### src/tmon_defs.svh
// Purpose: Offsets, field positions, reset values and timing counts of the monitor slave.
// Assumes: 200 MHz system clock.
// Notes: Included by the slave module.
`ifndef TMON_DEFS_SVH
`define TMON_DEFS_SVH
`define TMON_ADDR_PRIMARY 7'h4C
`define TMON_ADDR_SECOND 7'h4D
`define TMON_R_LOCAL_TEMP 8'h00
`define TMON_R_REMOTE_HI 8'h01
`define TMON_R_STATUS 8'h02
`define TMON_R_CONFIG 8'h03
`define TMON_R_RATE 8'h04
`define TMON_R_LOC_UP 8'h05
`define TMON_R_LOC_LO 8'h06
`define TMON_R_REM_UP_HI 8'h07
`define TMON_R_REM_LO_HI 8'h08
`define TMON_W_CONFIG 8'h09
`define TMON_W_RATE 8'h0A
`define TMON_W_LOC_UP 8'h0B
`define TMON_W_LOC_LO 8'h0C
`define TMON_W_REM_UP_HI 8'h0D
`define TMON_W_REM_LO_HI 8'h0E
`define TMON_W_ONESHOT 8'h0F
`define TMON_R_REMOTE_LO 8'h10
`define TMON_RW_CORR_HI 8'h11
`define TMON_RW_CORR_LO 8'h12
`define TMON_RW_REM_UP_LO 8'h13
`define TMON_RW_REM_LO_LO 8'h14
`define TMON_RW_REM_CRIT 8'h19
`define TMON_RW_LOC_CRIT 8'h20
`define TMON_RW_HYST 8'h21
`define TMON_RW_ALARMCNT 8'h22
`define TMON_R_MAKER 8'hFE
`define TMON_R_REVISION 8'hFF
`define TMON_RST_RATE 8'h08
`define TMON_RST_BOUND 8'h55
`define TMON_RST_HYST 8'h0A
`define TMON_RST_ALARMCNT 8'h01
`define TMON_RST_ZERO 8'h00
`define TMON_BIT_TIMEOUT_EN 7
`define TMON_FLD_COUNT_HI 3
`define TMON_FLD_COUNT_LO 1
`define TMON_STATUS_CLR_MASK 8'h7C
`define TMON_TIMEOUT_MS 25
`define TMON_CLK_MHZ 200
`define TMON_TIMEOUT_CYC (`TMON_TIMEOUT_MS * 1000 * `TMON_CLK_MHZ)
`endif

### src/tmon_pkg.sv
// Purpose: Types shared by the monitor slave and its bench.
// Assumes: Constants come from tmon_defs.svh.
// Notes: Holds types only.
package tmon_pkg;
  // Bus state machine, Gray coded along idle, address, ack, data.
  typedef enum logic [2:0] {
    TMON_IDLE = 3'b000,
    TMON_ADDR = 3'b001,
    TMON_AACK = 3'b011,
    TMON_WBYTE = 3'b010,
    TMON_WACK = 3'b110,
    TMON_RBYTE = 3'b111,
    TMON_RACK = 3'b101,
    TMON_SKIP = 3'b100
  } tmon_state_t;
  // One measurement result handed in by the conversion engine.
  typedef struct packed {
    logic valid;
    logic [7:0] localTemp;
    logic [7:0] remoteHi;
    logic [7:0] remoteLo;
    logic outOfLimit;
    logic [4:0] flagsSet;
    logic [1:0] critFlags;
  } tmon_meas_t;
endpackage : tmon_pkg

### src/tmon_smbus_slave.sv
// Purpose: Two-wire slave with register map and alarm filtering of a temperature monitor.
// Assumes: Bus pins are sampled by clk_sys through two flops; bus clock is far slower.
// Notes: Conversion engine, limit compare and alarm pins are outside; results arrive as a struct.
`timescale 1ns/1ps
`include "tmon_defs.svh"
module tmon_smbus_slave #(
  parameter bit SECOND_ADDR = 1'b0, // Selects the alternative bus address.
  parameter logic [7:0] MAKER_CODE = 8'hA5, // Arbitrary value.
  parameter logic [7:0] REVISION_CODE = 8'h3C, // Arbitrary value.
  parameter int unsigned TIMEOUT_CYC = `TMON_TIMEOUT_CYC // Shortened in simulation.
) (
  input wire logic clk_sys,
  input wire logic rstn,
  input wire logic clkEn,
  input wire logic busClkIn,
  input wire logic serial_data_line_i,
  output logic serial_data_line_o,
  output logic serial_data_line_oe,
  input wire tmon_pkg::tmon_meas_t measIn,
  input wire logic convBusy,
  input wire logic [4:0] flagCauseActive,
  output logic oneShotPulse,
  output logic alarmRaise,
  output logic [7:0] configOut,
  output logic [7:0] rateOut
);
  // Two-flop synchronisers for both bus pins; stage one is read only by stage two.
  logic sclMeta_q, sclSync_q, sclPrev_q;
  logic sdaMeta_q, sdaSync_q, sdaPrev_q;
  // Bus state, bit counter and shift register.
  tmon_pkg::tmon_state_t state_q;
  logic [3:0] bitCnt_q;
  logic [7:0] shift_q;
  logic [1:0] byteCnt_q; // Data bytes received in this write.
  logic sdaDrive_q; // High while we pull the data line low.
  logic [7:0] pointer_q; // Register pointer; reset to zero, undefined for software.
  // Register storage.
  logic [7:0] cfg_q, rate_q, locUp_q, locLo_q, remUpHi_q, remLoHi_q;
  logic [7:0] corrHi_q, corrLo_q, remUpLo_q, remLoLo_q, remCrit_q, locCrit_q;
  logic [7:0] hyst_q, alarmCnt_q;
  logic [7:0] locTemp_q, remHi_q, remLo_q;
  logic [6:0] statusFlags_q; // Bits 6..0 of status; bit 7 is live busy.
  logic [2:0] runCnt_q; // Consecutive violation counter.
  logic [31:0] idleCnt_q; // Cycles without bus activity.
  logic [7:0] readData;
  logic writeStrobe, statusRead, timeoutHit;
  logic sclRise, sclFall, startCond, stopCond, addrMatch, busActive;
  logic [6:0] myAddr;

  assign myAddr = SECOND_ADDR ? `TMON_ADDR_SECOND : `TMON_ADDR_PRIMARY;
  assign sclRise = sclSync_q & ~sclPrev_q;
  assign sclFall = ~sclSync_q & sclPrev_q;
  // Data edges while the clock stays high are frame markers, never data.
  assign startCond = sclSync_q & sclPrev_q & sdaPrev_q & ~sdaSync_q;
  assign stopCond = sclSync_q & sclPrev_q & ~sdaPrev_q & sdaSync_q;
  assign addrMatch = (shift_q[7:1] == myAddr);
  assign busActive = sclRise | sclFall | startCond | stopCond;
  assign serial_data_line_o = 1'b0; // Open drain: only ever pulls low.
  assign serial_data_line_oe = sdaDrive_q;
  assign configOut = cfg_q;
  assign rateOut = rate_q;

  // Maps a count field to the number of required violations, 1 to 4.
  function automatic logic [2:0] needCount(input logic [2:0] fld);
    case (fld)
      3'h1: needCount = 3'h2;
      3'h3: needCount = 3'h3;
      3'h7: needCount = 3'h4;
      default: needCount = 3'h1;
    endcase
  endfunction : needCount

  // Synchronisers run on every cycle the block is enabled.
  always_ff @(posedge clk_sys) begin
    if (!rstn) begin
      sclMeta_q <= 1'b1;
      sclSync_q <= 1'b1;
      sclPrev_q <= 1'b1;
      sdaMeta_q <= 1'b1;
      sdaSync_q <= 1'b1;
      sdaPrev_q <= 1'b1;
    end else if (clkEn) begin
      sclMeta_q <= busClkIn;
      sclSync_q <= sclMeta_q;
      sclPrev_q <= sclSync_q;
      sdaMeta_q <= serial_data_line_i;
      sdaSync_q <= sdaMeta_q;
      sdaPrev_q <= sdaSync_q;
    end
  end

  // Idle counter for the optional bus timeout; only counts inside a transaction.
  always_ff @(posedge clk_sys) begin
    if (!rstn) begin
      idleCnt_q <= 32'h00000000;
    end else if (clkEn) begin
      if (busActive || state_q == tmon_pkg::TMON_IDLE) begin
        idleCnt_q <= 32'h00000000;
      end else if (!timeoutHit) begin
        idleCnt_q <= idleCnt_q + 32'h00000001;
      end
    end
  end
  assign timeoutHit = alarmCnt_q[`TMON_BIT_TIMEOUT_EN] &&
                      (idleCnt_q >= TIMEOUT_CYC);

  // Read mux; write-only and unmapped addresses read as zero.
  always_comb begin
    readData = 8'h00;
    if (pointer_q == `TMON_R_LOCAL_TEMP) begin
      readData = locTemp_q;
    end else if (pointer_q == `TMON_R_REMOTE_HI) begin
      readData = remHi_q;
    end else if (pointer_q == `TMON_R_STATUS) begin
      readData = {convBusy, statusFlags_q};
    end else if (pointer_q == `TMON_R_CONFIG) begin
      readData = cfg_q;
    end else if (pointer_q == `TMON_R_RATE) begin
      readData = rate_q;
    end else if (pointer_q == `TMON_R_LOC_UP) begin
      readData = locUp_q;
    end else if (pointer_q == `TMON_R_LOC_LO) begin
      readData = locLo_q;
    end else if (pointer_q == `TMON_R_REM_UP_HI) begin
      readData = remUpHi_q;
    end else if (pointer_q == `TMON_R_REM_LO_HI) begin
      readData = remLoHi_q;
    end else if (pointer_q == `TMON_R_REMOTE_LO) begin
      readData = remLo_q;
    end else if (pointer_q == `TMON_RW_CORR_HI) begin
      readData = corrHi_q;
    end else if (pointer_q == `TMON_RW_CORR_LO) begin
      readData = corrLo_q;
    end else if (pointer_q == `TMON_RW_REM_UP_LO) begin
      readData = remUpLo_q;
    end else if (pointer_q == `TMON_RW_REM_LO_LO) begin
      readData = remLoLo_q;
    end else if (pointer_q == `TMON_RW_REM_CRIT) begin
      readData = remCrit_q;
    end else if (pointer_q == `TMON_RW_LOC_CRIT) begin
      readData = locCrit_q;
    end else if (pointer_q == `TMON_RW_HYST) begin
      readData = hyst_q;
    end else if (pointer_q == `TMON_RW_ALARMCNT) begin
      readData = alarmCnt_q;
    end else if (pointer_q == `TMON_R_MAKER) begin
      readData = MAKER_CODE;
    end else if (pointer_q == `TMON_R_REVISION) begin
      readData = REVISION_CODE;
    end
  end

  // Bus state machine. Start restarts from any state; stop or timeout returns to idle.
  always_ff @(posedge clk_sys) begin
    if (!rstn) begin
      state_q <= tmon_pkg::TMON_IDLE;
      bitCnt_q <= 4'h0;
      shift_q <= 8'h00;
      byteCnt_q <= 2'h0;
      sdaDrive_q <= 1'b0;
    end else if (clkEn) begin
      if (timeoutHit) begin
        state_q <= tmon_pkg::TMON_IDLE;
        sdaDrive_q <= 1'b0;
      end else if (startCond) begin
        state_q <= tmon_pkg::TMON_ADDR;
        bitCnt_q <= 4'h0;
        byteCnt_q <= 2'h0;
        sdaDrive_q <= 1'b0;
      end else if (stopCond) begin
        state_q <= tmon_pkg::TMON_IDLE;
        sdaDrive_q <= 1'b0;
      end else begin
        case (state_q)
          tmon_pkg::TMON_ADDR, tmon_pkg::TMON_WBYTE: begin
            // Shift in MSB first on each rising clock edge.
            if (sclRise) begin
              shift_q <= {shift_q[6:0], sdaSync_q};
              bitCnt_q <= bitCnt_q + 4'h1;
            end else if (sclFall && bitCnt_q == 4'h8) begin
              bitCnt_q <= 4'h0;
              if (state_q == tmon_pkg::TMON_ADDR) begin
                if (addrMatch) begin
                  sdaDrive_q <= 1'b1;
                  state_q <= tmon_pkg::TMON_AACK;
                end else begin
                  state_q <= tmon_pkg::TMON_SKIP;
                end
              end else if (byteCnt_q != 2'h2) begin
                sdaDrive_q <= 1'b1;
                byteCnt_q <= byteCnt_q + 2'h1;
                state_q <= tmon_pkg::TMON_WACK;
              end else begin
                state_q <= tmon_pkg::TMON_SKIP;
              end
            end
          end
          tmon_pkg::TMON_AACK, tmon_pkg::TMON_WACK: begin
            // Release after the ninth clock; choose direction once per transaction.
            if (sclFall) begin
              if (state_q == tmon_pkg::TMON_AACK && shift_q[0]) begin
                state_q <= tmon_pkg::TMON_RBYTE;
                shift_q <= readData;
                sdaDrive_q <= ~readData[7];
              end else begin
                state_q <= tmon_pkg::TMON_WBYTE;
                sdaDrive_q <= 1'b0;
              end
            end
          end
          tmon_pkg::TMON_RBYTE: begin
            // Change data only while the clock is low.
            if (sclFall) begin
              if (bitCnt_q == 4'h7) begin
                sdaDrive_q <= 1'b0;
                bitCnt_q <= 4'h0;
                state_q <= tmon_pkg::TMON_RACK;
              end else begin
                shift_q <= {shift_q[6:0], 1'b0};
                sdaDrive_q <= ~shift_q[6];
                bitCnt_q <= bitCnt_q + 4'h1;
              end
            end
          end
          tmon_pkg::TMON_RACK: begin
            // One byte per read; the master's acknowledge is ignored.
            if (sclRise) begin
              state_q <= tmon_pkg::TMON_SKIP;
            end
          end
          default: begin
            // Idle and skip wait for a start or stop.
          end
        endcase
      end
    end
  end

  // Write strobes: first data byte goes to the pointer, second to a register.
  assign writeStrobe = clkEn && !timeoutHit && !startCond && !stopCond &&
                       state_q == tmon_pkg::TMON_WBYTE && sclFall && bitCnt_q == 4'h8;
  // Status read happens when the read byte is loaded.
  assign statusRead = clkEn && !timeoutHit && !startCond && !stopCond &&
                      state_q == tmon_pkg::TMON_AACK && sclFall && shift_q[0] &&
                      pointer_q == `TMON_R_STATUS;

  always_ff @(posedge clk_sys) begin
    if (!rstn) begin
      pointer_q <= 8'h00;
    end else if (writeStrobe && byteCnt_q == 2'h0) begin
      pointer_q <= shift_q;
    end
  end

  // Register writes through the write address only.
  always_ff @(posedge clk_sys) begin
    if (!rstn) begin
      cfg_q <= `TMON_RST_ZERO;
      rate_q <= `TMON_RST_RATE;
      locUp_q <= `TMON_RST_BOUND;
      locLo_q <= `TMON_RST_ZERO;
      remUpHi_q <= `TMON_RST_BOUND;
      remLoHi_q <= `TMON_RST_ZERO;
      corrHi_q <= `TMON_RST_ZERO;
      corrLo_q <= `TMON_RST_ZERO;
      remUpLo_q <= `TMON_RST_ZERO;
      remLoLo_q <= `TMON_RST_ZERO;
      remCrit_q <= `TMON_RST_BOUND;
      locCrit_q <= `TMON_RST_BOUND;
      hyst_q <= `TMON_RST_HYST;
      alarmCnt_q <= `TMON_RST_ALARMCNT;
      oneShotPulse <= 1'b0;
    end else if (clkEn) begin
      oneShotPulse <= 1'b0;
      if (writeStrobe && byteCnt_q == 2'h1) begin
        if (pointer_q == `TMON_W_CONFIG) begin
          cfg_q <= shift_q;
        end else if (pointer_q == `TMON_W_RATE) begin
          rate_q <= shift_q;
        end else if (pointer_q == `TMON_W_LOC_UP) begin
          locUp_q <= shift_q;
        end else if (pointer_q == `TMON_W_LOC_LO) begin
          locLo_q <= shift_q;
        end else if (pointer_q == `TMON_W_REM_UP_HI) begin
          remUpHi_q <= shift_q;
        end else if (pointer_q == `TMON_W_REM_LO_HI) begin
          remLoHi_q <= shift_q;
        end else if (pointer_q == `TMON_W_ONESHOT) begin
          oneShotPulse <= 1'b1;
        end else if (pointer_q == `TMON_RW_CORR_HI) begin
          corrHi_q <= shift_q;
        end else if (pointer_q == `TMON_RW_CORR_LO) begin
          corrLo_q <= shift_q;
        end else if (pointer_q == `TMON_RW_REM_UP_LO) begin
          remUpLo_q <= shift_q;
        end else if (pointer_q == `TMON_RW_REM_LO_LO) begin
          remLoLo_q <= shift_q;
        end else if (pointer_q == `TMON_RW_REM_CRIT) begin
          remCrit_q <= shift_q;
        end else if (pointer_q == `TMON_RW_LOC_CRIT) begin
          locCrit_q <= shift_q;
        end else if (pointer_q == `TMON_RW_HYST) begin
          hyst_q <= shift_q;
        end else if (pointer_q == `TMON_RW_ALARMCNT) begin
          alarmCnt_q <= shift_q;
        end
      end
    end
  end

  // Measurement values and status flags; a new flag wins over a read clear.
  always_ff @(posedge clk_sys) begin
    if (!rstn) begin
      locTemp_q <= `TMON_RST_ZERO;
      remHi_q <= `TMON_RST_ZERO;
      remLo_q <= `TMON_RST_ZERO;
      statusFlags_q <= 7'h00;
    end else if (clkEn) begin
      if (measIn.valid) begin
        locTemp_q <= measIn.localTemp;
        remHi_q <= measIn.remoteHi;
        remLo_q <= measIn.remoteLo;
      end
      statusFlags_q[1:0] <= measIn.critFlags;
      if (statusRead) begin
        statusFlags_q[6:2] <= (statusFlags_q[6:2] & flagCauseActive) |
                              (measIn.valid ? measIn.flagsSet : 5'h00);
      end else if (measIn.valid) begin
        statusFlags_q[6:2] <= statusFlags_q[6:2] | measIn.flagsSet;
      end
    end
  end

  // Consecutive violation filter, saturating at a count of four.
  always_ff @(posedge clk_sys) begin
    if (!rstn) begin
      runCnt_q <= 3'h0;
      alarmRaise <= 1'b0;
    end else if (clkEn && measIn.valid) begin
      if (!measIn.outOfLimit) begin
        runCnt_q <= 3'h0;
        alarmRaise <= 1'b0;
      end else begin
        if (runCnt_q + 3'h1 >=
            needCount(alarmCnt_q[`TMON_FLD_COUNT_HI:`TMON_FLD_COUNT_LO])) begin
          alarmRaise <= 1'b1;
        end
        if (runCnt_q != 3'h4) begin
          runCnt_q <= runCnt_q + 3'h1;
        end
      end
    end
  end
endmodule : tmon_smbus_slave

### config.mk
export PLATFORM = sky130hd
export DESIGN_NAME = tmon_smbus_slave
export DESIGN_NICKNAME = d
export VERILOG_FILES = /design/src/tmon_pkg.sv /design/src/tmon_smbus_slave.sv
export VERILOG_INCLUDE_DIRS = /design/src /design/src/src
export SDC_FILE = /design/constraint.sdc
export NUM_CORES = 1
export LEC_CHECK = 0
export ABC_AREA = 1
export BUFFER_PORTS_ARGS = -buffer_cell sky130_fd_sc_hd__clkbuf_2
export CAP_MARGIN = 10
export CORE_ASPECT_RATIO = 0.6
export CORE_MARGIN = 2
export CORE_UTILIZATION = 60
export CTS_CLUSTER_SIZE = 28
export DETAILED_ROUTE_END_ITERATION = 7
export PLACE_DENSITY = 0.77
export SKIP_CTS_REPAIR_TIMING = 1
export SYNTH_ARGS = -nofsm -noshare
export SYNTH_HDL_FRONTEND = slang
export SYNTH_SLANG_ARGS = --single-unit
export TNS_END_PERCENT = 100
### constraint.sdc
create_clock -name clk_sys -period 4.33 [get_ports clk_sys]
set_clock_uncertainty 0.15 [all_clocks]
set_input_delay 1.0825 -clock clk_sys [delete_from_list [all_inputs] [get_ports clk_sys]]
set_output_delay 1.0825 -clock clk_sys [all_outputs]
set_load 0.01 [all_outputs]
==> results of run 1 <==
worst paths after layout:
check	cells after the start	from	endpoint	slack [ps]
setup / recovery	14	idleCnt_q[7]	locUp_q[6]	1110
hold / removal	2	locTemp_q[5]	locTemp_q[5]	310
setup reg to reg	14	idleCnt_q[7]	locUp_q[6]	1110
hold reg to reg	2	locTemp_q[5]	locTemp_q[5]	310
synthesized netlist by cell type (2+ instances only):
cell type                   instances
sky130_fd_sc_hd__nand2_2            3
sky130_fd_sc_hd__o2111ai_1          3
sky130_fd_sc_hd__nor4_1            18
sky130_fd_sc_hd__ha_1              16
sky130_fd_sc_hd__nand2_1          453
sky130_fd_sc_hd__nand3b_1           4
sky130_fd_sc_hd__clkinv_1           5
sky130_fd_sc_hd__xor2_1            13
sky130_fd_sc_hd__nor3_2             2
sky130_fd_sc_hd__xnor2_1            8
sky130_fd_sc_hd__buf_2             14
sky130_fd_sc_hd__dfxtp_1          212
sky130_fd_sc_hd__a21oi_1          145
sky130_fd_sc_hd__inv_1            211
sky130_fd_sc_hd__buf_1              3
sky130_fd_sc_hd__o22ai_1            4
sky130_fd_sc_hd__nand3_1           71
sky130_fd_sc_hd__o21ai_0          105
sky130_fd_sc_hd__nor2_2             2
sky130_fd_sc_hd__a31oi_1            6
sky130_fd_sc_hd__nand4_1           26
sky130_fd_sc_hd__nor2_1           283
sky130_fd_sc_hd__nor3_1            30
sky130_fd_sc_hd__or2_2              3
sky130_fd_sc_hd__o211ai_1          14
sky130_fd_sc_hd__nand3_2            6
sky130_fd_sc_hd__nor3b_1            2
sky130_fd_sc_hd__clkbuf_1          44
sky130_fd_sc_hd__a211oi_1           6
power by group through the flow:
stage,Clock (mW),Sequential [mW],Combinational [mW]
2_1_floorplan,0,2.07,0.292
3_3_place_gp,0,2.12,0.424
3_5_place_dp,0,2.12,0.430
4_1_cts,1.86,2.08,0.433
5_1_grt,1.94,2.09,0.487
6_report,1.86,2.09,0.447
cell usage in the layout (no fill, tap or decap), drive strengths merged:
master,Yosys,layout
nand3,77,77
clkinv,5,11
nor3b,2,2
bufinv,0,2
nor4,18,18
o221ai,1,1
nand4,26,26
o211ai,14,14
dfxtp,212,212
o21ai,105,105
o2111ai,3,3
buf,18,15
ha,16,16
o21a,1,1
nor3,33,33
o22ai,4,4
or2,3,3
a31oi,6,6
nand3b,4,4
xor2,13,13
conb,1,1
and2,1,1
xnor2,8,8
clkbuf,44,89
a211oi,6,6
nor2,285,285
o311ai,1,1
nand2,456,456
inv,211,211
a21oi,145,145
per-layer routing:
metal | GRT usage (%) | wire length [um] | vias up
li1 | - | - | 5539
met1 | 53.46 | 15770 | 5084
met2 | 47.27 | 12680 | 552
met3 | 7.497 | 4070 | 57
met4 | 7.724 | 758 | 2
met5 | 3.125 | 79 | -
state kept, by name (all words and copies together) (netlist names), 4 cells and up:
register       count
idleCnt_q         32
remLoLo_q          8
rateOut            8
shift_q            8
pointer_q          8
remLo_q            8
remHi_q            8
remUpHi_q          8
remLoHi_q          8
remUpLo_q          8
corrHi_q           8
locUp_q            8
statusFlags_q      7
hyst_q             8
locCrit_q          8
locTemp_q          8
configOut          8
bitCnt_q           4
alarmCnt_q         8
remCrit_q          8
locLo_q            8
corrLo_q           8
layout make-up:
type	instances	area (um^2)	area share, %
clock buffer	28	591.8	4.890
clock inverter	8	93.84	0.7754
inverter	216	810.8	6.699
multi-input combinational	1229	5644	46.63
sequential	212	4244	35.07
tap	240	300.3	2.481
timing repair buffer	76	417.9	3.453
worst reg2reg max path, cell delays in order (launching register included):
cell	delay [ps]
sky130_fd_sc_hd__dfxtp_1	340
sky130_fd_sc_hd__inv_1	100
sky130_fd_sc_hd__nand2_1	100
sky130_fd_sc_hd__nand3b_1	110
sky130_fd_sc_hd__nand3_1	70
sky130_fd_sc_hd__a21oi_1	160
sky130_fd_sc_hd__o2111ai_1	120
sky130_fd_sc_hd__nand2_1	180
sky130_fd_sc_hd__nand2_1	110
sky130_fd_sc_hd__nor2_2	240
sky130_fd_sc_hd__nand2_2	140
sky130_fd_sc_hd__nor3_4	470
sky130_fd_sc_hd__nand3_1	510
sky130_fd_sc_hd__nand2_1	190
sky130_fd_sc_hd__nand3_1	80
per-stage QoR:
stage	std cells	area, um^2
global route	2009	12100
detailed placement	1972	11410
finish	2009	12100
CTS	2008	12100
global placement	1972	11410
floorplan	1719	10950
cells by family (layout without fill, tap and decap cells):
kind of cell / after synthesis / after routing
adder cells (fa/ha/maj): 16 / 16
other: 1 / 1
buffers and inverters: 278 / 328
XOR/XNOR: 21 / 21
flip-flops: 212 / 212
AND/OR/NAND/NOR: 905 / 905
AO/OA/AOI/OAI: 286 / 286
==> implementation parameters, run 1 <==
Parameter                              Value

Timing
  Sum of negative setup slack ... 0 ps
  Final worst-path setup slack ... 1105 ps
  Max Slew Vio Count ... 0
  Hold WS ... between 300 and 400 ps
  Max-slew headroom ... between 30% and 40%
  Transition at the pin with the smallest max-transition slack ... 1041 ps
  Final-report hold violation count ... 0
  Max Fclk ... about 310 MHz
  Setup repair after global routing missed its margin ... false
  Final critical delay including setup and external delays ... around 3200 ps
  Final period util ... 74.47%
  Final setup vio count ... 0

Power
  Power per standard cell area ... 363.2 mW/mm^2
  Switch Pwr ... 1.195 mW
  Power Total ... about 4.4 mW
  Relative contribution of the clock network to total power ... between 40% and 50%
  Logic gate share of total power ... around 10%
  Largest voltage drop on the vdd net ... between 0.0002 and 0.0003 V
  Switching share of power ... around 27%
  Cell internal pwr ... ~3.2 mW
  Leak Pwr ... ~5.5 nW
  Power share of the sequential group ... ~48%

Route
  Initial DRC Count ... between 1000 and 1500
  Average via count per standard cell ... roughly 5.6
  Number of iterations in the first detailed-routing pass ... 7
  Routed via count ... between 10000 and 15000
  Final WL ... roughly 33000 um
  Drc violations ... 0
  Wire per inst ... roughly 17 um
  Remaining antenna violation count ... 0

Critical path
  Cell-by-cell listing of the critical path ... inv_1 > nand2_1 > nand3b_1 > nand3_1 > a21oi_1 > o2111ai_1 > nand2_1 > nand2_1 > nor2_2 > nand2_2 > nor3_4 > nand3_1 > nand2_1 > nand3_1
  Sort of element at the end of the critical path ... register
  Cell mode on critical path ... sky130_fd_sc_hd__nand2_1
  Crit-path slowest cell ... sky130_fd_sc_hd__nand3_1
  Arrival time of data at the critical path endpoint ... around 3400 ps
  Crit Path Max Fanout ... 12
  Element type at the critical path start ... register
  Buffers and inverters on the worst path ... 1
  Data required time of the worst path ... around 4500 ps
  Cell class contributing the biggest share of worst-path delay ... simple AND/OR/NAND/NOR gates
  Critical path class ... reg -> reg
  Highest cell delay on the worst timing path ... 510 ps

Finish
  NumNets Final ... between 1500 and 2000
  Fin util ... 67.34%
  Synth-to-Final Area Change ... 10.50%
  Ant. Diodes ... 0
  Total of fill cells in the finished design ... 1672
  Fraction of final layout cells sized beyond drive strength 1 ... a little over 7%

Synthesis
  Library cell occupying the most area in the post-synthesis netlist ... sky130_fd_sc_hd__dfxtp_1
  Dominant cells by area after synthesis ... sky130_fd_sc_hd__dfxtp_1 39%, sky130_fd_sc_hd__nand2_1 16%, sky130_fd_sc_hd__nor2_1 9.7%, sky130_fd_sc_hd__inv_1 7.2%, sky130_fd_sc_hd__a21oi_1 6.6%
  Syn nets ... around 1800
  Sequential share of the synthesized area ... 38.75%
  Synthesized-area fraction occupied by xor and xnor cells ... 1.679%
  Post-synthesis simple-gate area fraction ... between 30% and 40%
  Syn Std Cell Area ... 0.01095 mm^2
  Flop and latch count out of synthesis ... 212
  Adder-cell share of the synthesized area ... under 10%
  Number of flops mapped to enable cells by yosys ... 0
  Mux share of post-synthesis cell area ... 0%
  Count of yosys warnings during synthesis ... 0
  Area fraction in compound gates after synthesis ... 13.83%
  Post-synthesis instance total ... around 1700
  Proportion of register bits with asynchronous set or reset after synthesis ... 0%
  Dominant combinational cell family by area after synthesis ... simple AND/OR/NAND/NOR gates
  Top flip-flop cell by instance count after synthesis ... sky130_fd_sc_hd__dfxtp_1
  Syn_area_per_cell ... roughly 6.4 um^2
  Area share of the largest cell type after synthesis ... between 30% and 40%
  Count of distinct cell types in the synthesized netlist ... 36

Placement
  Weighted congestion reported at the end of routability-driven placement ... 0.9748
  Port Buffer Count ... 62
  Worst slack at placement ... between 900 and 1000 ps
  HPWL after detailed placement ... between 20000 and 25000 um

Floorplanning
  Row count ... 38
  Core area ... about 0.018 mm^2
  Initial cell density of the core ... 60.94%
  Die ar. ... between 0.015 and 0.02 mm^2
  Die Width ... 178.4 um
  Vertical extent of the die ... 108.7 um
  # IOs ... 64

Clock tree
  CTS Buffer Depth ... 3
  TritonCTS clock tree ... built
  Clock sink count ... between 200 and 250
  Reg clk slew, reported paths ... ~70 ps
  Skew-Pair Late Insertion Delay ... roughly 500 ps
  Number of buffers created by CTS ... 21
  Total number of H-tree levels ... 1
  Clock Root Buffer ... sky130_fd_sc_hd__clkbuf_16

Run
  Count of max-cap constraint violations ... 0

Global routing
  Global-route wire length before repair ... between 50000 and 60000 um
  GRT Resource Usage Total ... between 30% and 40%
  Via count of the first global-routing pass ... 9743
  Residual overflow from global routing ... 0
  Antenna violations before repair ... 0
  Maximum number of pins on one net before global-route repair ... between 90 and 100

Status
  Outcome ... finished, final reports clean

Worst hold path
  HP Class ... reg -> reg
No activity file was read; power rests on OpenSTA's default activity.
==> run 2: changes to the inputs <==
--- a/config.mk
+++ b/config.mk
@@ -6,15 +6,15 @@
 export SDC_FILE = /design/constraint.sdc
 export NUM_CORES = 1
 export LEC_CHECK = 0
-export ABC_AREA = 1
+export ABC_AREA = 0
 export BUFFER_PORTS_ARGS = -buffer_cell sky130_fd_sc_hd__clkbuf_2
 export CAP_MARGIN = 10
 export CORE_ASPECT_RATIO = 0.6
 export CORE_MARGIN = 2
-export CORE_UTILIZATION = 60
+export CORE_UTILIZATION = 56
 export CTS_CLUSTER_SIZE = 28
 export DETAILED_ROUTE_END_ITERATION = 7
-export PLACE_DENSITY = 0.77
+export PLACE_DENSITY = 0.75
 export SKIP_CTS_REPAIR_TIMING = 1
 export SYNTH_ARGS = -nofsm -noshare
 export SYNTH_HDL_FRONTEND = slang
==> constraint.sdc (replaced) <==
create_clock -name clk_sys -period 2.87 [get_ports clk_sys]
set_clock_uncertainty 0.15 [all_clocks]
set_input_delay 0.7175 -clock clk_sys [delete_from_list [all_inputs] [get_ports clk_sys]]
set_output_delay 0.7175 -clock clk_sys [all_outputs]
set_load 0.01 [all_outputs]
==> implementation parameters, run 2 <==
Parameter                              Value

Global routing
  Residual overflow from global routing ... 0 (unchanged)
  Via count of the first global-routing pass ... 9580 (-1.7%)
  Antenna violations before repair ... 0 (unchanged)
  Global-route wire length before repair ... 55370 um (+6.9%)
  GRT Resource Usage Total ... 34.13% (-0.17 points)
  Maximum number of pins on one net before global-route repair ... 83 (-15%)

Finish
  Commonest cells after routing, fill and taps aside ... 205 x sky130_fd_sc_hd__dfxtp_1, 184 x sky130_fd_sc_hd__nand2_1, 106 x sky130_fd_sc_hd__mux2i_1
  Synth-to-Final Area Change ... 17.87%
  NumNets Final ... 1466 (-19%)
  Biggest register ... idleCnt_q
  Ant. Diodes ... 0 (unchanged)
  Flip-flop count of the largest register after layout ... 32 (unchanged)
  Leading cell type in the layout, fill and taps excluded ... sky130_fd_sc_hd__dfxtp_1
  Fraction of final layout cells sized beyond drive strength 1 ... 18.17% (+11 points)
  Fin util ... 68.04% (+0.69 points)
  Total of fill cells in the finished design ... 1543 (-7.7%)
  Non-Filler Instances ... 1686 (-16%)

Synthesis
  Sequential share of the synthesized area ... 38.34% (-0.41 points)
  Library cell occupying the most area in the post-synthesis netlist ... sky130_fd_sc_hd__dfxtp_1
  Proportion of register bits with asynchronous set or reset after synthesis ... 0% (unchanged)
  Syn Std Cell Area ... 0.01107 mm^2 (+1.1%)
  Syn nets ... 1376 (-23%)
  Most common library cells after synthesis ... 212 x sky130_fd_sc_hd__dfxtp_1, 185 x sky130_fd_sc_hd__nand2_1, 108 x sky130_fd_sc_hd__mux2i_1, 81 x sky130_fd_sc_hd__nor2_1, 72 x sky130_fd_sc_hd__nor2b_1
  Area share of the largest cell type after synthesis ... 38.34% (-0.41 points)
  Syn_area_per_cell ... 8.411 um^2 (+32%)
  Flop and latch count out of synthesis ... 212 (unchanged)
  Post-synthesis instance total ... 1316 (-23%)
  Number of flops mapped to enable cells by yosys ... 0 (unchanged)
  Count leader, synth ... sky130_fd_sc_hd__dfxtp_1
  Count of distinct cell types in the synthesized netlist ... 80 (+120%)
  Count of yosys warnings during synthesis ... 0 (unchanged)
  Top flip-flop cell by instance count after synthesis ... sky130_fd_sc_hd__dfxtp_1
  Dominant cells by area after synthesis ... sky130_fd_sc_hd__dfxtp_1 38%, sky130_fd_sc_hd__mux2i_1 9.8%, sky130_fd_sc_hd__nand2_1 6.3%, sky130_fd_sc_hd__nor2b_1 4.1%, sky130_fd_sc_hd__a21boi_0 3.5%

Clock tree
  Number of buffers created by CTS ... 21 (unchanged)
  Total number of H-tree levels ... 1 (unchanged)
  Clock Root Buffer ... sky130_fd_sc_hd__clkbuf_16
  TritonCTS clock tree ... built
  Reg clk slew, reported paths ... 70 ps (about the same)
  Clock sink count ... 212 (unchanged)
  Skew-Pair Late Insertion Delay ... 520 ps (+20 ps)
  CTS Buffer Depth ... 3 (unchanged)

Run
  Count of max-cap constraint violations ... 0 (unchanged)

Critical path
  Timing startpoint of the critical path ... sclSync_q
  Data required time of the worst path ... 3110 ps (-1430 ps)
  Sort of element at the end of the critical path ... register
  Arrival time of data at the critical path endpoint ... 3070 ps (-360 ps)
  Element type at the critical path start ... register
  Reg2Reg Launch Point ... sclSync_q
  Crit Path Max Fanout ... 5 (-7)
  Critical path class ... reg -> reg

Floorplanning
  Row count ... 39 (+2.6%)
  Initial cell density of the core ... 57.72% (-3.2 points)
  Vertical extent of the die ... 112.9 um (+3.9%)
  Die ar. ... 0.02094 mm^2 (+8.0%)
  Core area ... 0.01918 mm^2 (+6.7%)
  # IOs ... 64 (unchanged)
  Die Width ... 185.5 um (+4.0%)

Timing
  Final-report hold violation count ... 0 (unchanged)
  Final critical delay including setup and external delays ... 2831 ps (-393.7 ps)
  Max-slew headroom ... 55.11% (+25 points)
  Max Fclk ... 353.2 MHz (+14%)
  Final setup vio count ... 0 (unchanged)
  Final period util ... 98.64% (+24 points)
  Transition at the pin with the smallest max-transition slack ... 667.3 ps (-373.9 ps)
  Final worst-path setup slack ... 39.12 ps (-1066 ps)
  Max Slew Vio Count ... 0 (unchanged)

Placement
  Worst slack at placement ... -38.96 ps (-1019 ps)
  HPWL after detailed placement ... 25430 um (+6.5%)
  Post-Place Cells ... 1641 (-17%)
  Weighted congestion reported at the end of routability-driven placement ... 0.9927 (+1.8%)
  Port Buffer Count ... 62 (unchanged)

Worst hold path
  HP Class ... in -> reg
  Worst hold start ... measIn[14]

Route
  Remaining antenna violation count ... 0 (unchanged)
  Average via count per standard cell ... 6.219 (+11%)
  Final WL ... 35800 um (+7.3%)
  Routed via count ... 10486 (-6.7%)
  Drc violations ... 0 (unchanged)
  Number of iterations in the first detailed-routing pass ... 8 (+1)
  Wire per inst ... 21.23 um (+28%)
  Initial DRC Count ... 1408 (+5.6%)

Power
  Power per standard cell area ... 484.2 mW/mm^2 (+33%)
  Largest voltage drop on the vdd net ... 0.0003756 V (+42%)
  Leak Pwr ... 5.173 nW (-5.3%)

Status
  Outcome ... finished, final reports clean
## run 2: kinds of logic after synthesis
family,synth area share [%]
multiplexers,10.68
flip-flops,38.34
AO/OA/AOI/OAI,17.44
adder cells (fa/ha/maj),1.809
AND/OR/NAND/NOR,24.86
XOR/XNOR,2.215
other,0.03388
buffers and inverters,4.623
## run 2: power breakdown
group | leakage (nW) | total, mW | switching [mW] | internal, mW
Combinational | 3.11 | 0.447 | 0.280 | 0.167
Sequential | 1.72 | 3.02 | 0.0347 | 2.98
Clock | 0.345 | 2.85 | 1.19 | 1.66
## run 2: worst paths after layout
check | end | slack, ps | cells past startpoint
setup / recovery | corrLo_q[7] | 40 | 10
hold / removal | remLo_q[6] | 270 | 3
setup reg to reg | corrLo_q[7] | 40 | 10
hold reg to reg | remUpLo_q[6] | 310 | 2
## run 2: final cells by class
type	instances	area (um^2)	area share [%]
Timing Repair Buffer	167	1260	9.657
Inverter	25	93.84	0.7192
Clock inverter	6	83.83	0.6425
Clock buffer	31	613.1	4.699
Multi-Input combinational cell	979	6406	49.10
Tap cell	266	332.8	2.551
Sequential cell	212	4258	32.63
## run 2: metrics by stage
stage               setup TNS (ps)  hold slack, ps  total power, mW  instance area (um^2)
floorplan                        0           286.3            3.336                 11070
global placement                 0           295.8            3.501                 12140
detailed placement          -74.84           305.8            3.507                 12140
CTS                              0           276.9            6.305                 12840
global route                -1.870           292.6            6.500                 13050
finish                           0           273.5            6.317                 13050
## run 2: worst max-delay path, cell delays in order, from the launching register on
cell                       delay (ps)
sky130_fd_sc_hd__dfxtp_4          350
sky130_fd_sc_hd__inv_2             80
sky130_fd_sc_hd__ha_4             140
sky130_fd_sc_hd__nand4b_1         220
sky130_fd_sc_hd__or4_4            650
sky130_fd_sc_hd__a21oi_4          280
sky130_fd_sc_hd__buf_12           170
sky130_fd_sc_hd__and4_4           240
sky130_fd_sc_hd__buf_6            120
sky130_fd_sc_hd__mux2i_1          230
sky130_fd_sc_hd__nor2b_1           80
## run 2: metal layers
| metal | up-vias | share of wire [%] | track usage, % |
|---|---|---|---|
| li1 | 4860 | - | - |
| met1 | 4963 | 47 | 53.06 |
| met2 | 594 | 38 | 44.48 |
| met3 | 67 | 12 | 10.75 |
| met4 | 2 | 2.2 | 7.884 |
| met5 | - | 0.32 | 4.000 |
